`config.mk`:
```
export PLATFORM = sky130hd
export DESIGN_NAME = pmb_register_bank
export DESIGN_NICKNAME = d
export VERILOG_FILES = /design/src/verilog/pmb_pkg.sv /design/src/verilog/pmb_line_watch.sv /design/src/verilog/pmb_switcher_a.sv /design/src/verilog/pmb_register_bank.sv
export SDC_FILE = /design/constraint.sdc
export NUM_CORES = 1
export LEC_CHECK = 0
export ABC_AREA = 1
export BUFFER_PORTS_ARGS = -buffer_cell sky130_fd_sc_hd__buf_2
export CORE_ASPECT_RATIO = 0.5
export CORE_MARGIN = 2
export CORE_UTILIZATION = 54
export DETAILED_ROUTE_END_ITERATION = 10
export PLACE_DENSITY_LB_ADDON = 0.3
export SLEW_MARGIN = 20
export SYNTH_ARGS = -nofsm -noshare
export SYNTH_HDL_FRONTEND = slang
export SYNTH_SLANG_ARGS = --single-unit
export TNS_END_PERCENT = 30
```
`constraint.sdc`:
```
create_clock -name I_CORE_CLK -period 4.76 [get_ports I_CORE_CLK]
set_input_delay 0 -clock I_CORE_CLK [delete_from_list [all_inputs] [get_ports I_CORE_CLK]]
set_output_delay 0 -clock I_CORE_CLK [all_outputs]
set_load 0.03 [all_outputs]
```
`src/verilog/pmb_pkg.sv`:
```
// pmb_pkg: register map, field positions, reset values and carrier types
// for the regulator control register bank.
// assumes: every file of the bank imports this package whole.
package pmb_pkg;

    // serial port device address (7-bit)
    localparam logic [6:0] DEV_ADDR = 7'h60;

    // register indices as sent after the device address
    localparam logic [7:0] OFF_DEVICE_REVISION   = 8'h00;
    localparam logic [7:0] OFF_FACTORY_REVISION  = 8'h01;
    localparam logic [7:0] OFF_BUCK_A_CONTROL    = 8'h02;
    localparam logic [7:0] OFF_PGOOD_CONFIG_ONE  = 8'h15;
    localparam logic [7:0] OFF_PGOOD_CONFIG_TWO  = 8'h16;
    localparam logic [7:0] OFF_PGOOD_FAULT       = 8'h17;
    localparam logic [7:0] OFF_SOFTWARE_RESET    = 8'h18;
    localparam logic [7:0] OFF_TOP_FLAGS_ONE     = 8'h19;
    localparam logic [7:0] OFF_TOP_FLAGS_TWO     = 8'h1A;
    localparam logic [7:0] OFF_SWITCHER_FLAGS    = 8'h1B;
    localparam logic [7:0] OFF_LINEAR_FLAGS      = 8'h1C;
    localparam logic [7:0] OFF_TOP_LIVE          = 8'h1D;
    localparam logic [7:0] OFF_SWITCHER_LIVE     = 8'h1E;
    localparam logic [7:0] OFF_LINEAR_LIVE       = 8'h1F;
    localparam logic [7:0] OFF_TOP_MASKS_ONE     = 8'h20;
    localparam logic [7:0] OFF_TOP_MASKS_TWO     = 8'h21;
    localparam logic [7:0] OFF_SWITCHER_MASKS    = 8'h22;
    localparam logic [7:0] OFF_LINEAR_MASKS      = 8'h23;
    localparam logic [7:0] OFF_LOAD_SELECT       = 8'h24;
    localparam logic [7:0] OFF_LOAD_HIGH         = 8'h25;
    localparam logic [7:0] OFF_LOAD_LOW          = 8'h26;

    // buck a control field positions, plus the part id position in the revision register
    localparam int unsigned POS_FORCE_MULTIPHASE = 4;
    localparam int unsigned POS_FORCE_PWM        = 3;
    localparam int unsigned POS_DISCHARGE_ENABLE = 2;
    localparam int unsigned POS_PIN_GATING       = 1;
    localparam int unsigned POS_ENABLE           = 0;
    localparam int unsigned POS_PART_ID          = 6;

    // reset values
    localparam logic [4:0] RST_BUCK_A_CONTROL = 5'h04;
    localparam logic [5:0] RST_REVISION_RSVD  = 6'h02;
    localparam logic [7:0] RST_CONFIG         = 8'h00;

    // buck a control bits 4:0; bits 7:5 are reserved and read zero
    typedef struct packed {
        logic force_multiphase;
        logic force_pwm;
        logic discharge_enable;
        logic pin_gating;
        logic enable;
    } pmb_sw_ctl_t;

    // steering handed to the buck a power stage
    typedef struct packed {
        logic multiphase;
        logic force_pwm;
        logic discharge_on;
        logic run;
    } pmb_sw_out_t;

    // live state sampled from the analog side
    typedef struct packed {
        logic [3:0] power_good_fault_flags;
        logic [7:0] top_state;
        logic [7:0] sw_state;
        logic [7:0] ld_state;
        logic [7:0] load_high;
        logic [7:0] load_low;
    } pmb_live_t;

    // one byte per event register; also used for the mask registers
    typedef struct packed {
        logic [7:0] top_one;
        logic [7:0] top_two;
        logic [7:0] sw;
        logic [7:0] ld;
    } pmb_events_t;

    // serial port states
    typedef enum logic [2:0] {
        ST_IDLE, ST_ADDR, ST_REG, ST_WDATA, ST_ACK, ST_RDATA, ST_MACK
    } pmb_state_t;

endpackage : pmb_pkg

```
`src/verilog/pmb_line_watch.sv`:
```
// pmb_line_watch: registers the serial clock and data lines and flags
// clock edges and start and stop conditions, one cycle each.
// assumes: lines already synchronous to the core clock.
`timescale 1ns/10ps
module pmb_line_watch import pmb_pkg::*; (
    input  wire logic i_clk,
    input  wire logic i_rst,
    input  wire logic i_scl,
    input  wire logic i_sda,
    output logic      o_sda,
    output logic      o_scl_rise,
    output logic      o_scl_fall,
    output logic      o_start,
    output logic      o_stop
);
    logic [1:0] scl_q, scl_d;
    logic [1:0] sda_q, sda_d;

    // two-deep history of each line
    always_comb begin
        scl_d = {scl_q[0], i_scl};
        sda_d = {sda_q[0], i_sda};
    end

    // lines idle high, so reset to high to avoid a false stop
    always_ff @(posedge i_clk or posedge i_rst) begin
        if (i_rst) begin
            scl_q <= 2'h3;
            sda_q <= 2'h3;
        end else begin
            scl_q <= scl_d;
            sda_q <= sda_d;
        end
    end

    // edge and condition decode from the history
    assign o_sda      = sda_q[0];
    assign o_scl_rise = scl_q[0] & ~scl_q[1];
    assign o_scl_fall = ~scl_q[0] & scl_q[1];
    assign o_start    = scl_q[0] & scl_q[1] & ~sda_q[0] & sda_q[1];
    assign o_stop     = scl_q[0] & scl_q[1] & sda_q[0] & ~sda_q[1];

endmodule : pmb_line_watch

```
`src/verilog/pmb_switcher_a.sv`:
```
// pmb_switcher_a: turns the buck a control bits and the enable pin into
// registered steering for the power stage.
// assumes: enable pin synchronous to the core clock.
`timescale 1ns/10ps
module pmb_switcher_a import pmb_pkg::*; (
    input  wire logic        i_clk,
    input  wire logic        i_rst,
    input  wire pmb_sw_ctl_t i_ctl,
    input  wire logic        i_en_pin,
    output pmb_sw_out_t      o_stage
);
    pmb_sw_out_t stage_q, stage_d;

    always_comb begin
        stage_d.run          = i_ctl.enable & (~i_ctl.pin_gating | i_en_pin);
        stage_d.multiphase   = i_ctl.force_multiphase;
        stage_d.force_pwm    = i_ctl.force_pwm | i_ctl.force_multiphase;
        stage_d.discharge_on = i_ctl.discharge_enable & ~stage_d.run;
    end

    // off, no discharge until the control register settles
    always_ff @(posedge i_clk or posedge i_rst) begin
        if (i_rst) begin
            stage_q <= '0;
        end else begin
            stage_q <= stage_d;
        end
    end

    assign o_stage = stage_q;

    enable_stop_a: assert property (@(posedge i_clk) disable iff (i_rst)
        !i_ctl.enable |=> !o_stage.run)
        else $error("buck a runs with enable bit clear");

    pin_gate_a: assert property (@(posedge i_clk) disable iff (i_rst)
        i_ctl.enable && i_ctl.pin_gating && !i_en_pin |=> !o_stage.run)
        else $error("buck a runs with gating pin low");

    discharge_off_a: assert property (@(posedge i_clk) disable iff (i_rst)
        i_ctl.discharge_enable && !i_ctl.enable |=> o_stage.discharge_on && !o_stage.run)
        else $error("discharge not applied while buck a is off");

    force_phase_a: assert property (@(posedge i_clk) disable iff (i_rst)
        i_ctl.force_multiphase |=> o_stage.multiphase && o_stage.force_pwm)
        else $error("forced multiphase without forced pwm");

    auto_mode_a: assert property (@(posedge i_clk) disable iff (i_rst)
        !i_ctl.force_pwm && !i_ctl.force_multiphase |=> !o_stage.force_pwm)
        else $error("pwm forced while auto mode selected");

endmodule : pmb_switcher_a

```
`src/verilog/pmb_register_bank.sv`:
```
// pmb_register_bank: serial-port register bank of the dual buck, dual
// linear regulator; holds buck a control, power-good, event, mask and
// load-measurement registers and drives the buck a steering.
// assumes: serial lines, enable pin, live state and event pulses are all
// synchronous to I_CORE_CLK; the clock is far faster than the serial clock.
//
// What this block does
// - bit 4 forces multiphase forced-pwm; clear lets phases add and shed.
// - bit 3 forces continuous pwm; clear allows automatic pfm/pwm moves unless bit 4 is set.
// - bit 2, default one, connects discharge resistor while buck a is off.
// - bit 1 set makes enable bit and enable pin both required.
// - bit 0 turns buck a on, subject to the enable source choice.
// - revision register: two-bit part id over six reserved bits, read-only.
// - factory revision register returns an eight-bit read-only code.
// - host reaches registers by serial port, index byte after address.
// - write index increments per data byte; reads never increment.
`timescale 1ns/10ps
module pmb_register_bank import pmb_pkg::*; #(
    parameter logic [1:0] PART_ID    = 2'h1, // arbitrary value
    parameter logic [7:0] FACTORY_ID = 8'h5A // arbitrary value
) (
    input  wire logic        I_CORE_CLK,
    input  wire logic        I_RST,
    input  wire logic        I_SCL,
    input  wire logic        I_SDA,
    input  wire logic        I_EN_PIN,
    input  wire pmb_live_t   I_LIVE,
    input  wire pmb_events_t I_EVENTS,
    output logic             O_SDA,
    output logic             O_SDA_OE,
    output pmb_sw_out_t      O_SWITCHER_A,
    output logic [7:0]       O_PGOOD_CONFIG_ONE,
    output logic [7:0]       O_PGOOD_CONFIG_TWO,
    output logic [7:0]       O_SOFTWARE_RESET,
    output logic [7:0]       O_LOAD_SELECT,
    output pmb_events_t      O_EVENT_MASKS,
    output pmb_events_t      O_EVENT_FLAGS
);

    // sticky flag update: hardware set wins over a write-one clear
    function automatic logic [7:0] flag_next(
        input logic [7:0] cur,
        input logic [7:0] set,
        input logic       hit,
        input logic [7:0] data
    );
        logic [7:0] clr;
        clr = hit ? data : 8'h00;
        flag_next = (cur & ~clr) | set;
    endfunction : flag_next

    logic sda;
    logic scl_rise;
    logic scl_fall;
    logic start;
    logic stop;

    // line edges and bus conditions
    pmb_line_watch u_watch (
        .i_clk      (I_CORE_CLK),
        .i_rst      (I_RST),
        .i_scl      (I_SCL),
        .i_sda      (I_SDA),
        .o_sda      (sda),
        .o_scl_rise (scl_rise),
        .o_scl_fall (scl_fall),
        .o_start    (start),
        .o_stop     (stop)
    );

    // serial port state
    pmb_state_t state_q, state_d;
    pmb_state_t after_q, after_d;
    logic [2:0] cnt_q, cnt_d;
    logic [7:0] shreg_q, shreg_d;
    logic [7:0] idx_q, idx_d;
    logic       got_q, got_d;
    logic       oe_q, oe_d;
    logic       wr_en;
    logic [7:0] rd_byte;

    // register state
    pmb_sw_ctl_t sw_ctl_q, sw_ctl_d;
    logic [7:0]  pg_one_q, pg_one_d;
    logic [7:0]  pg_two_q, pg_two_d;
    logic [7:0]  sw_rst_q, sw_rst_d;
    logic [7:0]  lsel_q, lsel_d;
    pmb_events_t masks_q, masks_d;
    pmb_events_t flags_q, flags_d;

    // serial port next state: bytes shift in on clock rise, the
    // acknowledge and read bits change only on clock fall
    always_comb begin
        state_d = state_q;
        after_d = after_q;
        cnt_d   = cnt_q;
        shreg_d = shreg_q;
        idx_d   = idx_q;
        got_d   = got_q;
        oe_d    = oe_q;
        wr_en   = 1'b0;
        if (stop) begin
            state_d = ST_IDLE;
            oe_d    = 1'b0;
            got_d   = 1'b0;
        end else if (start) begin
            // repeated start also lands here, index kept
            state_d = ST_ADDR;
            cnt_d   = 3'h0;
            got_d   = 1'b0;
            oe_d    = 1'b0;
        end else begin
            unique case (state_q)
                ST_IDLE: begin
                    state_d = ST_IDLE;
                end
                ST_ADDR, ST_REG, ST_WDATA: begin
                    if (scl_rise) begin
                        shreg_d = {shreg_q[6:0], sda};
                        cnt_d   = cnt_q + 3'h1;
                        got_d   = (cnt_q == 3'h7);
                    end else if (scl_fall && got_q) begin
                        got_d   = 1'b0;
                        oe_d    = 1'b1;
                        state_d = ST_ACK;
                        if (state_q == ST_ADDR) begin
                            if (shreg_q[7:1] != DEV_ADDR) begin
                                oe_d    = 1'b0;
                                state_d = ST_IDLE;
                            end
                            after_d = shreg_q[0] ? ST_RDATA : ST_REG;
                        end else if (state_q == ST_REG) begin
                            idx_d   = shreg_q;
                            after_d = ST_WDATA;
                        end else begin
                            wr_en   = 1'b1;
                            idx_d   = idx_q + 8'h01;
                            after_d = ST_WDATA;
                        end
                    end
                end
                ST_ACK: begin
                    if (scl_fall) begin
                        cnt_d   = 3'h0;
                        state_d = after_q;
                        oe_d    = 1'b0;
                        if (after_q == ST_RDATA) begin
                            shreg_d = rd_byte;
                            oe_d    = ~rd_byte[7];
                        end
                    end
                end
                ST_RDATA: begin
                    if (scl_rise) begin
                        shreg_d = {shreg_q[6:0], 1'b0};
                        cnt_d   = cnt_q + 3'h1;
                        got_d   = (cnt_q == 3'h7);
                    end else if (scl_fall) begin
                        if (got_q) begin
                            got_d   = 1'b0;
                            oe_d    = 1'b0;
                            state_d = ST_MACK;
                        end else begin
                            oe_d = ~shreg_q[7];
                        end
                    end
                end
                ST_MACK: begin
                    if (scl_rise) begin
                        got_d = ~sda;
                    end else if (scl_fall) begin
                        if (got_q) begin
                            got_d   = 1'b0;
                            cnt_d   = 3'h0;
                            shreg_d = rd_byte;
                            oe_d    = ~rd_byte[7];
                            state_d = ST_RDATA;
                        end else begin
                            state_d = ST_IDLE;
                        end
                    end
                end
            endcase
        end
    end

    // port released after reset; the line then floats high
    always_ff @(posedge I_CORE_CLK or posedge I_RST) begin
        if (I_RST) begin
            state_q <= ST_IDLE;
            after_q <= ST_IDLE;
            cnt_q   <= 3'h0;
            shreg_q <= 8'h00;
            idx_q   <= 8'h00;
            got_q   <= 1'b0;
            oe_q    <= 1'b0;
        end else begin
            state_q <= state_d;
            after_q <= after_d;
            cnt_q   <= cnt_d;
            shreg_q <= shreg_d;
            idx_q   <= idx_d;
            got_q   <= got_d;
            oe_q    <= oe_d;
        end
    end

    // read mux; unmapped and out-of-bank indices read zero
    always_comb begin
        case (idx_q)
            // fixed id over fixed reserved field
            OFF_DEVICE_REVISION:  rd_byte = {PART_ID, RST_REVISION_RSVD};
            OFF_FACTORY_REVISION: rd_byte = FACTORY_ID;
            OFF_BUCK_A_CONTROL:   rd_byte = {3'h0, sw_ctl_q};
            OFF_PGOOD_CONFIG_ONE: rd_byte = pg_one_q;
            OFF_PGOOD_CONFIG_TWO: rd_byte = pg_two_q;
            OFF_PGOOD_FAULT:      rd_byte = {4'h0, I_LIVE.power_good_fault_flags};
            OFF_SOFTWARE_RESET:   rd_byte = sw_rst_q;
            OFF_TOP_FLAGS_ONE:    rd_byte = flags_q.top_one;
            OFF_TOP_FLAGS_TWO:    rd_byte = flags_q.top_two;
            OFF_SWITCHER_FLAGS:   rd_byte = flags_q.sw;
            OFF_LINEAR_FLAGS:     rd_byte = flags_q.ld;
            OFF_TOP_LIVE:         rd_byte = I_LIVE.top_state;
            OFF_SWITCHER_LIVE:    rd_byte = I_LIVE.sw_state;
            OFF_LINEAR_LIVE:      rd_byte = I_LIVE.ld_state;
            OFF_TOP_MASKS_ONE:    rd_byte = masks_q.top_one;
            OFF_TOP_MASKS_TWO:    rd_byte = masks_q.top_two;
            OFF_SWITCHER_MASKS:   rd_byte = masks_q.sw;
            OFF_LINEAR_MASKS:     rd_byte = masks_q.ld;
            OFF_LOAD_SELECT:      rd_byte = lsel_q;
            OFF_LOAD_HIGH:        rd_byte = I_LIVE.load_high;
            OFF_LOAD_LOW:         rd_byte = I_LIVE.load_low;
            default:              rd_byte = 8'h00;
        endcase
    end

    // register writes; writes to read-only indices are dropped
    always_comb begin
        sw_ctl_d = sw_ctl_q;
        pg_one_d = pg_one_q;
        pg_two_d = pg_two_q;
        sw_rst_d = sw_rst_q;
        lsel_d   = lsel_q;
        masks_d  = masks_q;
        flags_d.top_one = flag_next(flags_q.top_one, I_EVENTS.top_one,
                                    wr_en && idx_q == OFF_TOP_FLAGS_ONE, shreg_q);
        flags_d.top_two = flag_next(flags_q.top_two, I_EVENTS.top_two,
                                    wr_en && idx_q == OFF_TOP_FLAGS_TWO, shreg_q);
        flags_d.sw      = flag_next(flags_q.sw, I_EVENTS.sw,
                                    wr_en && idx_q == OFF_SWITCHER_FLAGS, shreg_q);
        flags_d.ld      = flag_next(flags_q.ld, I_EVENTS.ld,
                                    wr_en && idx_q == OFF_LINEAR_FLAGS, shreg_q);
        if (wr_en) begin
            case (idx_q)
                OFF_BUCK_A_CONTROL:   sw_ctl_d = pmb_sw_ctl_t'(shreg_q[4:0]);
                OFF_PGOOD_CONFIG_ONE: pg_one_d = shreg_q;
                OFF_PGOOD_CONFIG_TWO: pg_two_d = shreg_q;
                OFF_SOFTWARE_RESET:   sw_rst_d = shreg_q;
                OFF_TOP_MASKS_ONE:    masks_d.top_one = shreg_q;
                OFF_TOP_MASKS_TWO:    masks_d.top_two = shreg_q;
                OFF_SWITCHER_MASKS:   masks_d.sw = shreg_q;
                OFF_LINEAR_MASKS:     masks_d.ld = shreg_q;
                OFF_LOAD_SELECT:      lsel_d = shreg_q;
                default:              lsel_d = lsel_q;
            endcase
        end
    end

    always_ff @(posedge I_CORE_CLK or posedge I_RST) begin
        if (I_RST) begin
            sw_ctl_q <= pmb_sw_ctl_t'(RST_BUCK_A_CONTROL);
            pg_one_q <= RST_CONFIG;
            pg_two_q <= RST_CONFIG;
            sw_rst_q <= RST_CONFIG;
            lsel_q   <= RST_CONFIG;
            masks_q  <= '0;
            flags_q  <= '0;
        end else begin
            sw_ctl_q <= sw_ctl_d;
            pg_one_q <= pg_one_d;
            pg_two_q <= pg_two_d;
            sw_rst_q <= sw_rst_d;
            lsel_q   <= lsel_d;
            masks_q  <= masks_d;
            flags_q  <= flags_d;
        end
    end

    // buck a steering, registered inside
    pmb_switcher_a u_switcher_a (
        .i_clk    (I_CORE_CLK),
        .i_rst    (I_RST),
        .i_ctl    (sw_ctl_q),
        .i_en_pin (I_EN_PIN),
        .o_stage  (O_SWITCHER_A)
    );

    // open-drain: the data pin only ever pulls low
    assign O_SDA              = 1'b0;
    assign O_SDA_OE           = oe_q;
    assign O_PGOOD_CONFIG_ONE = pg_one_q;
    assign O_PGOOD_CONFIG_TWO = pg_two_q;
    assign O_SOFTWARE_RESET   = sw_rst_q;
    assign O_LOAD_SELECT      = lsel_q;
    assign O_EVENT_MASKS      = masks_q;
    assign O_EVENT_FLAGS      = flags_q;

    revision_fixed_a: assert property (@(posedge I_CORE_CLK) disable iff (I_RST)
        state_q == ST_ACK && after_q == ST_RDATA && scl_fall
        && idx_q == OFF_DEVICE_REVISION |=> shreg_q == {PART_ID, RST_REVISION_RSVD})
        else $error("revision register changed");

    factory_code_a: assert property (@(posedge I_CORE_CLK) disable iff (I_RST)
        state_q == ST_ACK && after_q == ST_RDATA && scl_fall
        && idx_q == OFF_FACTORY_REVISION |=> shreg_q == FACTORY_ID)
        else $error("factory code register changed");

    write_step_a: assert property (@(posedge I_CORE_CLK) disable iff (I_RST)
        wr_en |=> idx_q == $past(idx_q) + 8'h01)
        else $error("index did not step after a data byte");

    read_hold_a: assert property (@(posedge I_CORE_CLK) disable iff (I_RST)
        (state_q == ST_RDATA || state_q == ST_MACK) && !start |=> $stable(idx_q))
        else $error("index moved during a read");

    reserved_zero_a: assert property (@(posedge I_CORE_CLK) disable iff (I_RST)
        state_q == ST_RDATA && cnt_q == 3'h0 && idx_q == OFF_BUCK_A_CONTROL
        |-> shreg_q[7:5] == 3'h0)
        else $error("reserved buck control bits read nonzero");

    ack_drive_a: assert property (@(posedge I_CORE_CLK) disable iff (I_RST)
        state_q == ST_ACK && !stop && !start |-> O_SDA_OE)
        else $error("acknowledge not driven");

    foreign_addr_a: assert property (@(posedge I_CORE_CLK) disable iff (I_RST)
        state_q == ST_ADDR && scl_fall && got_q && shreg_q[7:1] != DEV_ADDR
        |=> state_q == ST_IDLE && !O_SDA_OE)
        else $error("answered a foreign address");

    // written enable reaches stage in two cycles
    enable_path_a: assert property (@(posedge I_CORE_CLK) disable iff (I_RST)
        wr_en && idx_q == OFF_BUCK_A_CONTROL && shreg_q[POS_ENABLE]
        && !shreg_q[POS_PIN_GATING] |=> ##1 O_SWITCHER_A.run)
        else $error("enable write did not start buck a");

endmodule : pmb_register_bank

```
==> results.md, run 1 <==
- Setup TNS: 0 ns
- Port bufs: 181
- Total iterations of the first detailed-routing run: 8
- Status: finished, final reports clean
- Switch share: 30.9%
- Comb pwr share: 13.8%
- Layout cells sized above 1: between 20 and 25%
- Fin nets: 1,257
- Row cnt: 29
- Overall Global Routing Usage: a little under two fifths
- Syn avg cell area: 7.56 um^2
- First-pass GRT wire length: 40.6 mm
- Max-slew violations: 0
- Most frequent cells in the layout: nand2_1, buf_2, nand3_1
- Internal power: 2.07 mW
- Syn nets: 1,054
- Largest net degree at the start of global routing: 52
- Crit Path Max Fanout: 10
- Vias in the first global route: 7,609
- Ys Warns: 0
- Sequential share of power: roughly two fifths
- Die area: 14,500 um^2
- Max IR drop VDD: between 0.2 and 0.3 mV
- Final worst-path cycle share: between 50% and 60%
- Die W: roughly 170 um
- Yosys cell types: 38
- CP startpoint: idx_q[0]$_DFFE_PP0P_
- Clk sink count: between 100 and 150
- Die height: 86.2 um
- Hold_sp: I_LIVE[33]
- Fin util: 71.2%
- Vias/cell: ~6
- Routed wire per std cell: 19.4 um
- Synth Instances: 967
- Startpoint Class: flop
- GP Congestion: 0.993
- H-tree depth: 4
- Latest clock arrival within the worst-skew pair: around 0.43 ns
- #FFs+latches synth: approximately 140
- Final setup fails: 0
- Clock Power Share: 45.0%
- Fmax achieved: roughly 0.35 GHz
- Arr. time, crit path: between 3 and 4 ns
- Leakage: 4.71 nW
- Crit Path Class: reg2reg
- Ant. Diodes: 0
- Worst path required time: about 5.1 ns
- Post-route non-filler standard cell count: 1,352
- I/O pins: about 180
- # resized after CTS: 0
- Core Box Area: 12,900 um^2
- Final ANT Viol Nets: 0
- Fin. Hold Viols: 0
- CP Capture Type: flop
- CTS clk-pin slew, worst paths: 0.06 ns
- Worst R2R Start: idx_q[0]$_DFFE_PP0P_
- Placed insts: 1,285
- P&R area growth vs syn: 25.9%
- Vias: 7,921
- Number of buffers created by CTS: 17
- Psw: 926 uW
- Slew Limit Headroom: 21.1%
- Worst-case clock buffer depth: 2
- Commonest non-fill, non-tap cell in the layout: nand2_1
- Total wire length: between 20 and 30 mm
- Initial core utilization: a little under three fifths
- Post-route DRC: 0
- Initial antenna violation count: 0
- HPWL Detailed: approximately 18 mm
- Tot Pwr: 3.00 mW
- Post-synthesis sequential area ratio: 46.7%
- Power per cell area: approximately 330 nW/um^2
- CTS tree: built
- Clk root buf: clkbuf_16
- Hold crit path type: in2reg
- Total grt overflow: 0
- Syn Std Cell Area: between 7000 and 8000 um^2
- Worst clock skew: 0.0141 ns
- Slew @ Worst Pin: between 1 and 1.5 ns
- MaxCap Viol Count: 0
- Unrepaired setup endpoints after global routing: false
- Final min period: roughly 2.9 ns
- 1st-iter DRT viols: around 1.0k
[per-layer routing]
layer	vias to the layer above	wire length (um)	global-route usage [%]
li1	3578	-	-
met2	562	11800	56.7
met5	-	0	0
met1	3710	10700	52.0
met4	0	696	12.4
met3	71	3130	8.26
[final cells by class]
class | count | area [um^2]
Sequential cell | 136 | 3410
Inverter | 107 | 404
Tap cell | 170 | 213
Fill cell | 1067 | 3720
Clock buffer | 17 | 425
Clock inverter | 14 | 166
Multi-Input combinational cell | 686 | 3280
Timing Repair Buffer | 222 | 1300
[logic make-up (layout without fill, tap and decap cells)]
logic type | after synthesis | after routing | share of synthesized area (%)
AOI/OAI and AO/OA | 172 | 172 | 12.6
xor gates and xnor gates | 2 | 2 | 0.240
adders and majority gates | 6 | 6 | 1.03
buffers and inverters | 145 | 360 | 8.53
DFF | 136 | 136 | 46.7
other | 1 | 1 | 0.0513
and+or+nand+nor | 505 | 505 | 30.9
[critical path, stage by stage (launching register included)]
cell	delay, ns
dfrtp_1	0.41
ha_1	0.35
inv_1	0.13
nor2_1	0.91
nand3_1	0.19
nand2_1	0.14
nor2_1	0.05
nand2_1	0.20
nor2_1	0.11
nand3_1	0.09
nand2_1	0.05
nand2_1	0.05
nand2_1	0.04
[power groups by stage]
stage          Clock (mW)  Combinational, mW  Sequential (mW)
2_1_floorplan           0              0.191             1.25
3_3_place_gp            0              0.368             1.25
3_5_place_dp            0              0.373             1.25
4_1_cts              1.35              0.397             1.23
5_1_grt              1.41              0.438             1.24
6_report             1.35              0.414             1.23
[registers in the layout, indices dropped and copies added (netlist names)]
signal and cells:
O_SOFTWARE_RESET 8, cnt_q 3, u_switcher_a.o_stage 4, idx_q 8
u_watch.scl_q 2, O_PGOOD_CONFIG_TWO 8, sw_ctl_q 5, O_LOAD_SELECT 8
state_q 3, shreg_q 8, u_watch.sda_q 2, after_q 3
got_q 1, O_PGOOD_CONFIG_ONE 8, O_EVENT_FLAGS 32, O_EVENT_MASKS 32
O_SDA_OE 1
[cell usage after synthesis (all sizes together)]
cell type,count,area share (%)
nand2,242,13
nand3,168,12
dfrtp,131,45
o21ai,129,8.9
inv,107,5.5
nor2,78,4.5
buf,22,2.2
a21oi,20,1.4
clkbuf,16,0.82
o211ai,9,0.92
nand4,8,0.89
ha,6,1.0
a21boi,5,0.51
dfstp,5,1.8
nor3,5,0.34
and3,3,0.26
o22ai,3,0.26
o21bai,2,0.21
xor2,2,0.24
a21o,1,0.10
a22oi,1,0.10
a31oi,1,0.086
conb,1,0.051
o211a,1,0.14
or2,1,0.086
[per-stage QoR]
step                setup WS (ns)  cell area [um^2]  hold WS, ns
floorplan                    1.13              7310      0.00448
global placement             2.20              8250        0.108
detailed placement           2.15              8250        0.106
CTS                          2.11              9200        0.110
global route                 1.75              9200        0.186
finish                       1.91              9200        0.101
[final timing paths]
kind,depth (start not counted),to,slack (ns)
min,7,shreg_q[1]$_DFFE_PP0P_,0.10
min in group asynchronous,3,cnt_q[0]$_DFFE_PP0P_,0.22
max in group asynchronous,4,O_EVENT_MASKS[14]$_DFFE_PP0P_,3.45
max,12,O_SDA_OE$_DFFE_PP0P_,1.91
max reg2reg,12,O_SDA_OE$_DFFE_PP0P_,1.91
min reg2reg,0,u_watch.scl_q[1]$_DFF_PP1_,0.40
[what timing repair did]
item                                   CTS  global route
hold buffers                            36             0
endpoints found under the hold margin   81             0
buffers inserted                         0             0
Power figures use the tool's default switching activity.
==> run 2, diff against run 1 <==
clock period = 2.8 ns   (was 4.76 ns; I/O delays follow)
==> run 2 against run 1 <==
Combinational power is 82% higher. Clock skew shrank 0.0020 ns. Clock power is 66% higher. Sequential share of layout area is 0.45 points lower. Final cell count rose by 0.89%. Highest routed layer unchanged. Sequential power up 71%. First-iteration DRC count grew 3.2%. Via count is 1.5% higher. Worst hold slack gained 0.047 ns.
==> results.md, run 2 (same netlist as run 1, synthesis figures left out) <==
- Status: finished, final reports clean
- Pre-CTS WS: 0.367 ns
- Most frequent cells in the layout: nand2_1, buf_2, nand3_1
- Tot Pwr: 5.09 mW
- Total wire length: 26.1 mm
- Core Box Area: 12,900 um^2
- Ant. Diodes: 0
- Power per cell area: between 500 and 600 nW/um^2
- Total iterations of the first detailed-routing run: 6
- Routed wire per std cell: 19.1 um
- GP Congestion: 0.958
- Slew Limit Headroom: 47.4%
- Vias: 8,037
- Fin util: 72.1%
- Crit Path Class: reg2reg
- Die area: 14,500 um^2
- Leakage: 4.77 nW
- Max IR drop VDD: 0.410 mV
- Internal power: about 3.5 mW
- Largest net degree at the start of global routing: 137
- Worst-case clock buffer depth: 2
- Met2 GRT Util: 56.9%
- I/O pins: between 150 and 200
- H-tree depth: 4
- Commonest non-fill, non-tap cell in the layout: nand2_1
- Arr. time, crit path: 2.82 ns
- Final min period: 2.53 ns
- CP peak stage delay: 0.53 ns
- Final worst-path cycle share: roughly nine tenths
- Psw: about 1.6 mW
- Die height: ~86 um
- Unrepaired setup endpoints after global routing: false
- Clk sink count: 136
- Overall Global Routing Usage: 36.0%
- WP buf/inv: 1
- Crit Path Max Fanout: 11
- Initial antenna violation count: 0
- Layout cells sized above 1: between 20% and 30%
- 1st-iter DRT viols: 1,053
- Cell family with most CP delay: simple AND/OR/NAND/NOR gates
- Slowest cell on the critical path: dfstp_2
- Fin. Hold Viols: 0
- CP Capture Type: flop
- Row cnt: 29
- Final setup fails: 0
- Hold crit path type: in2reg
- Number of buffers created by CTS: 17
- Final setup margin: 0.268 ns
- Met1 Resource Use GR: between 40% and 50%
- Setup TNS: 0 ns
- CTS clk-pin slew, worst paths: 0.06 ns
- Fin nets: 1,268
- Die W: 168 um
- Worst clock skew: 0.0121 ns
- Global route hottest layer: met2
- Startpoint Class: flop
- Final hold slack: 0.148 ns
- CTS tree: built
- Clock Power Share: between 40% and 50%
- Max-slew violations: 0
- Post-route DRC: 0
- Comb pwr share: 14.8%
- Switch share: 31.5%
- Fmax achieved: between 0.3 and 0.4 GHz
- Post-CTS setup buffer count: 0
- Worst path required time: 3.09 ns
- Slew @ Worst Pin: 0.788 ns
- Initial core utilization: between 50% and 60%
- Vias/cell: around 5.9
- Vias in the first global route: approximately 7.6k
- GR Util met3: under 10%
- Sequential share of power: 41.3%
- Worst path cell trace: inv_1, nor2_4, nand2_1, nor2_2, nand2_2, nor2_4, nand3_1, o21ai_0, nand2_1
- Latest clock arrival within the worst-skew pair: 0.43 ns
- HPWL Detailed: 17.4 mm
- Final ANT Viol Nets: 0
- Port bufs: 181
- First-pass GRT wire length: 40.0 mm
- Clk root buf: clkbuf_16
- Total grt overflow: 0
- MaxCap Viol Count: 0
- P&R area growth vs syn: 27.5%
==> run 2: final timing paths <==
| kind | to | slack, ns | cells past startpoint | from |
|---|---|---|---|---|
| worst max register to register | O_EVENT_FLAGS[7]$_DFF_PP0_ | 0.27 | 9 | u_watch.scl_q[1]$_DFF_PP1_ |
| worst min-delay path | shreg_q[1]$_DFFE_PP0P_ | 0.15 | 7 | I_LIVE[33] |
| worst max-delay path | O_EVENT_FLAGS[7]$_DFF_PP0_ | 0.27 | 9 | u_watch.scl_q[1]$_DFF_PP1_ |
| max in group asynchronous | O_LOAD_SELECT[1]$_DFFE_PP0P_ | 1.90 | 4 | I_RST |
| worst min register to register | u_watch.sda_q[1]$_DFF_PP1_ | 0.41 | 0 | u_watch.sda_q[0]$_DFF_PP1_ |
| min in group asynchronous | state_q[1]$_DFFE_PP0P_ | 0.32 | 4 | I_RST |
==> run 2: per-layer routing <==
metal / vias up / share of wire [%]
met4: 0 / 4.5
met1: 3656 / 38
met2: 641 / 44
met5: - / 0
li1: 3608 / -
met3: 132 / 13
==> run 2: timing repair <==
action | CTS | global route
setup endpoints to repair | 0 | 0
hold endpoints to repair | 167 | 0
gates resized for setup | 0 | 0
hold buffers | 36 | 0
==> run 2: area by class of cell <==
cell class	instances	area [um^2]
Multi-Input combinational cell	686	3280
Inverter	107	405
Tap cell	170	213
Clock buffer	17	425
Fill cell	988	3600
Sequential cell	136	3410
Timing Repair Buffer	233	1420
Clock inverter	15	158
==> run 2: per-stage QoR <==
| step | cells | area, um^2 |
|---|---|---|
| after floorplan | 967 | 7310 |
| after global routing | 1364 | 9310 |
| after detailed placement | 1296 | 8370 |
| after global placement | 1296 | 8370 |
| final | 1364 | 9310 |
| after CTS | 1364 | 9310 |
==> run 2: worst register-to-register path, stage by stage, from the launching register on <==
cell,delay [ns]
dfstp_2,0.53
inv_1,0.07
nor2_4,0.14
nand2_1,0.12
nor2_2,0.17
nand2_2,0.14
nor2_4,0.41
nand3_1,0.35
o21ai_0,0.34
nand2_1,0.13
==> run 2: power groups by stage <==
stage          clock network (mW)  registers (mW)  logic [mW]
6_report                     2.24            2.10       0.752
5_1_grt                      2.33            2.11       0.794
4_1_cts                      2.23            2.10       0.713
3_5_place_dp                    0            2.13       0.676
3_3_place_gp                    0            2.13       0.655
2_1_floorplan                   0            2.12       0.326
==> run 3, diff against run 2 <==
PLACE_DENSITY = 0.81   (was not set)
PLACE_DENSITY_LB_ADDON = not set   (was 0.3)
==> run 3 against run 2 <==
Critical path depth is the same. Utilization grew 0.25 points. Non-clock buffer count rose by 7. Combinational power rose by 2%. Wire length shrank 0.45%. Cell area rose by 0.35%. Sequential power hardly changed. First-iteration DRC count is 8.5% higher. Die area unchanged. Worst setup slack got worse by 0.070 ns. Highest routed layer unchanged.
==> results.md, run 3 (same netlist as run 1, synthesis figures left out) <==
- Max IR drop VDD: 0.403 mV
- Die W: between 150 and 200 um
- CTS tree: built
- Worst-case clock buffer depth: 2
- 1st-iter DRT viols: 1,143
- Final setup fails: 0
- CP Capture Type: flop
- Port bufs: between 150 and 200
- Fin. Hold Viols: 0
- Final min period: 2.60 ns
- Startpoint Class: flop
- Max-slew violations: 0
- Status: finished, final reports clean
- GP Congestion: roughly 0.98
- Most frequent cells in the layout: nand2_1, buf_2, nand3_1
- Initial antenna violation count: 0
- Clk root buf: clkbuf_16
- CP startpoint: u_watch.scl_q[1]$_DFF_PP1_
- Fmax achieved: 0.384 GHz
- P&R area growth vs syn: 27.9%
- Latest clock arrival within the worst-skew pair: 0.43 ns
- Row cnt: 29
- Overall Global Routing Usage: 36.1%
- CTS clk-pin slew, worst paths: about 0.07 ns
- R2R Setup Slk: about 0.20 ns
- Fin nets: 1,275
- Final worst-path cycle share: between 90% and 100%
- Worst path required time: 3.09 ns
- Hold_sp: I_LIVE[33]
- Routed wire per std cell: 18.9 um
- HPWL Detailed: 18.0 mm
- Power per cell area: 537 nW/um^2
- Final ANT Viol Nets: 0
- H-tree depth: 4
- Leakage: 4.79 nW
- Die height: between 80 and 90 um
- Hold crit path type: in2reg
- Clk sink count: 136
- Crit Path Class: reg2reg
- Total iterations of the first detailed-routing run: 6
- Crit Path Max Fanout: 10
- Worst R2R Start: u_watch.scl_q[1]$_DFF_PP1_
- Vias: 8,055
- Core Box Area: 12,900 um^2
- Number of buffers created by CTS: 17
- Vias/cell: around 6
- Arr. time, crit path: 2.90 ns
- MaxCap Viol Count: 0
- Unrepaired setup endpoints after global routing: false
- Total grt overflow: 0
- Worst clock skew: approximately 0.012 ns
- Vias in the first global route: ~7.5k
- Total wire length: approximately 26 mm
- Tot Pwr: about 5.0 mW
- Post-route DRC: 0
- Layout cells sized above 1: 22.1%
- Slew @ Worst Pin: ~1 ns
- Commonest non-fill, non-tap cell in the layout: nand2_1
- Largest net degree at the start of global routing: 89
- I/O pins: 183
- Ant. Diodes: 0
- Initial core utilization: 56.6%
- First-pass GRT wire length: 40.0 mm
- Slew Limit Headroom: 32.6%
- Setup TNS: 0 ns
- Die area: 14,500 um^2
run 3: changes by cell type in the layout (fill, tap and decap cells not counted), sizes merged:
cell	delta
inv	+1
bufinv	-1
clkinv	-1
clkinvlp	+1
buf	+7
run 3: where the power goes:
group	leakage [nW]	total, mW	switching [mW]	internal (mW)
logic	2.85	0.766	0.567	0.199
registers	1.68	2.10	0.0620	2.04
clock network	0.265	2.16	0.991	1.17
run 3: routing by layer:
metal / up-vias / GRT usage, % / part of all wire (%)
met5: - / 0 / 0
met4: 0 / 14.3 / 3.8
met3: 112 / 11.2 / 14
met2: 609 / 55.2 / 43
met1: 3704 / 48.9 / 39
li1: 3630 / - / -
run 3: final timing paths:
kind / end / cells after the start
setup / recovery: O_EVENT_FLAGS[25]$_DFF_PP0_ / 9
hold / removal: shreg_q[1]$_DFFE_PP0P_ / 7
setup reg to reg: O_EVENT_FLAGS[25]$_DFF_PP0_ / 9
hold reg to reg: u_watch.scl_q[1]$_DFF_PP1_ / 0
max in group asynchronous: O_EVENT_MASKS[18]$_DFFE_PP0P_ / 4
min in group asynchronous: idx_q[5]$_DFFE_PP0P_ / 3
run 3: worst max-delay path, stage by stage (launching register included):
cell and delay [ns]:
dfstp_2 0.53, inv_1 0.07, nor2_4 0.14, nand2_1 0.13
nor2_2 0.19, nand2_2 0.16, nor2_4 0.41, nand3_1 0.42
o21ai_0 0.30, nand2_1 0.10
run 3: stage by stage:
stage / util, % / cell area, um^2 / setup WS, ns / hold WS [ns] / cells
2_1_floorplan: - / 7310 / 0.961 / 0.00448 / 967
3_3_place_gp: 65.2 / 8420 / 0.503 / 0.108 / 1303
3_5_place_dp: 65.2 / 8420 / 0.356 / 0.107 / 1303
4_1_cts: 72.3 / 9340 / 0.274 / 0.109 / 1371
5_1_grt: 72.3 / 9350 / 0.00542 / 0.180 / 1371
6_report: 72.3 / 9350 / 0.198 / 0.127 / 1371
run 3: cell type report:
cell class                 count  area (um^2)
tap                          170          213
clock buffer                  17          425
multi-input combinational    686         3280
fill                        1038         3570
timing repair buffer         240         1480
clock inverter                15          133
inverter                     107          405
sequential                   136         3410
run 3: repair_timing:
action                                  in CTS  in global routing
hold buffers                                36                  0
hold endpoints to repair                    73                  0
setup buffers                                0                  0
gates resized for setup                      0                  1
endpoints found under the setup margin       0                  1
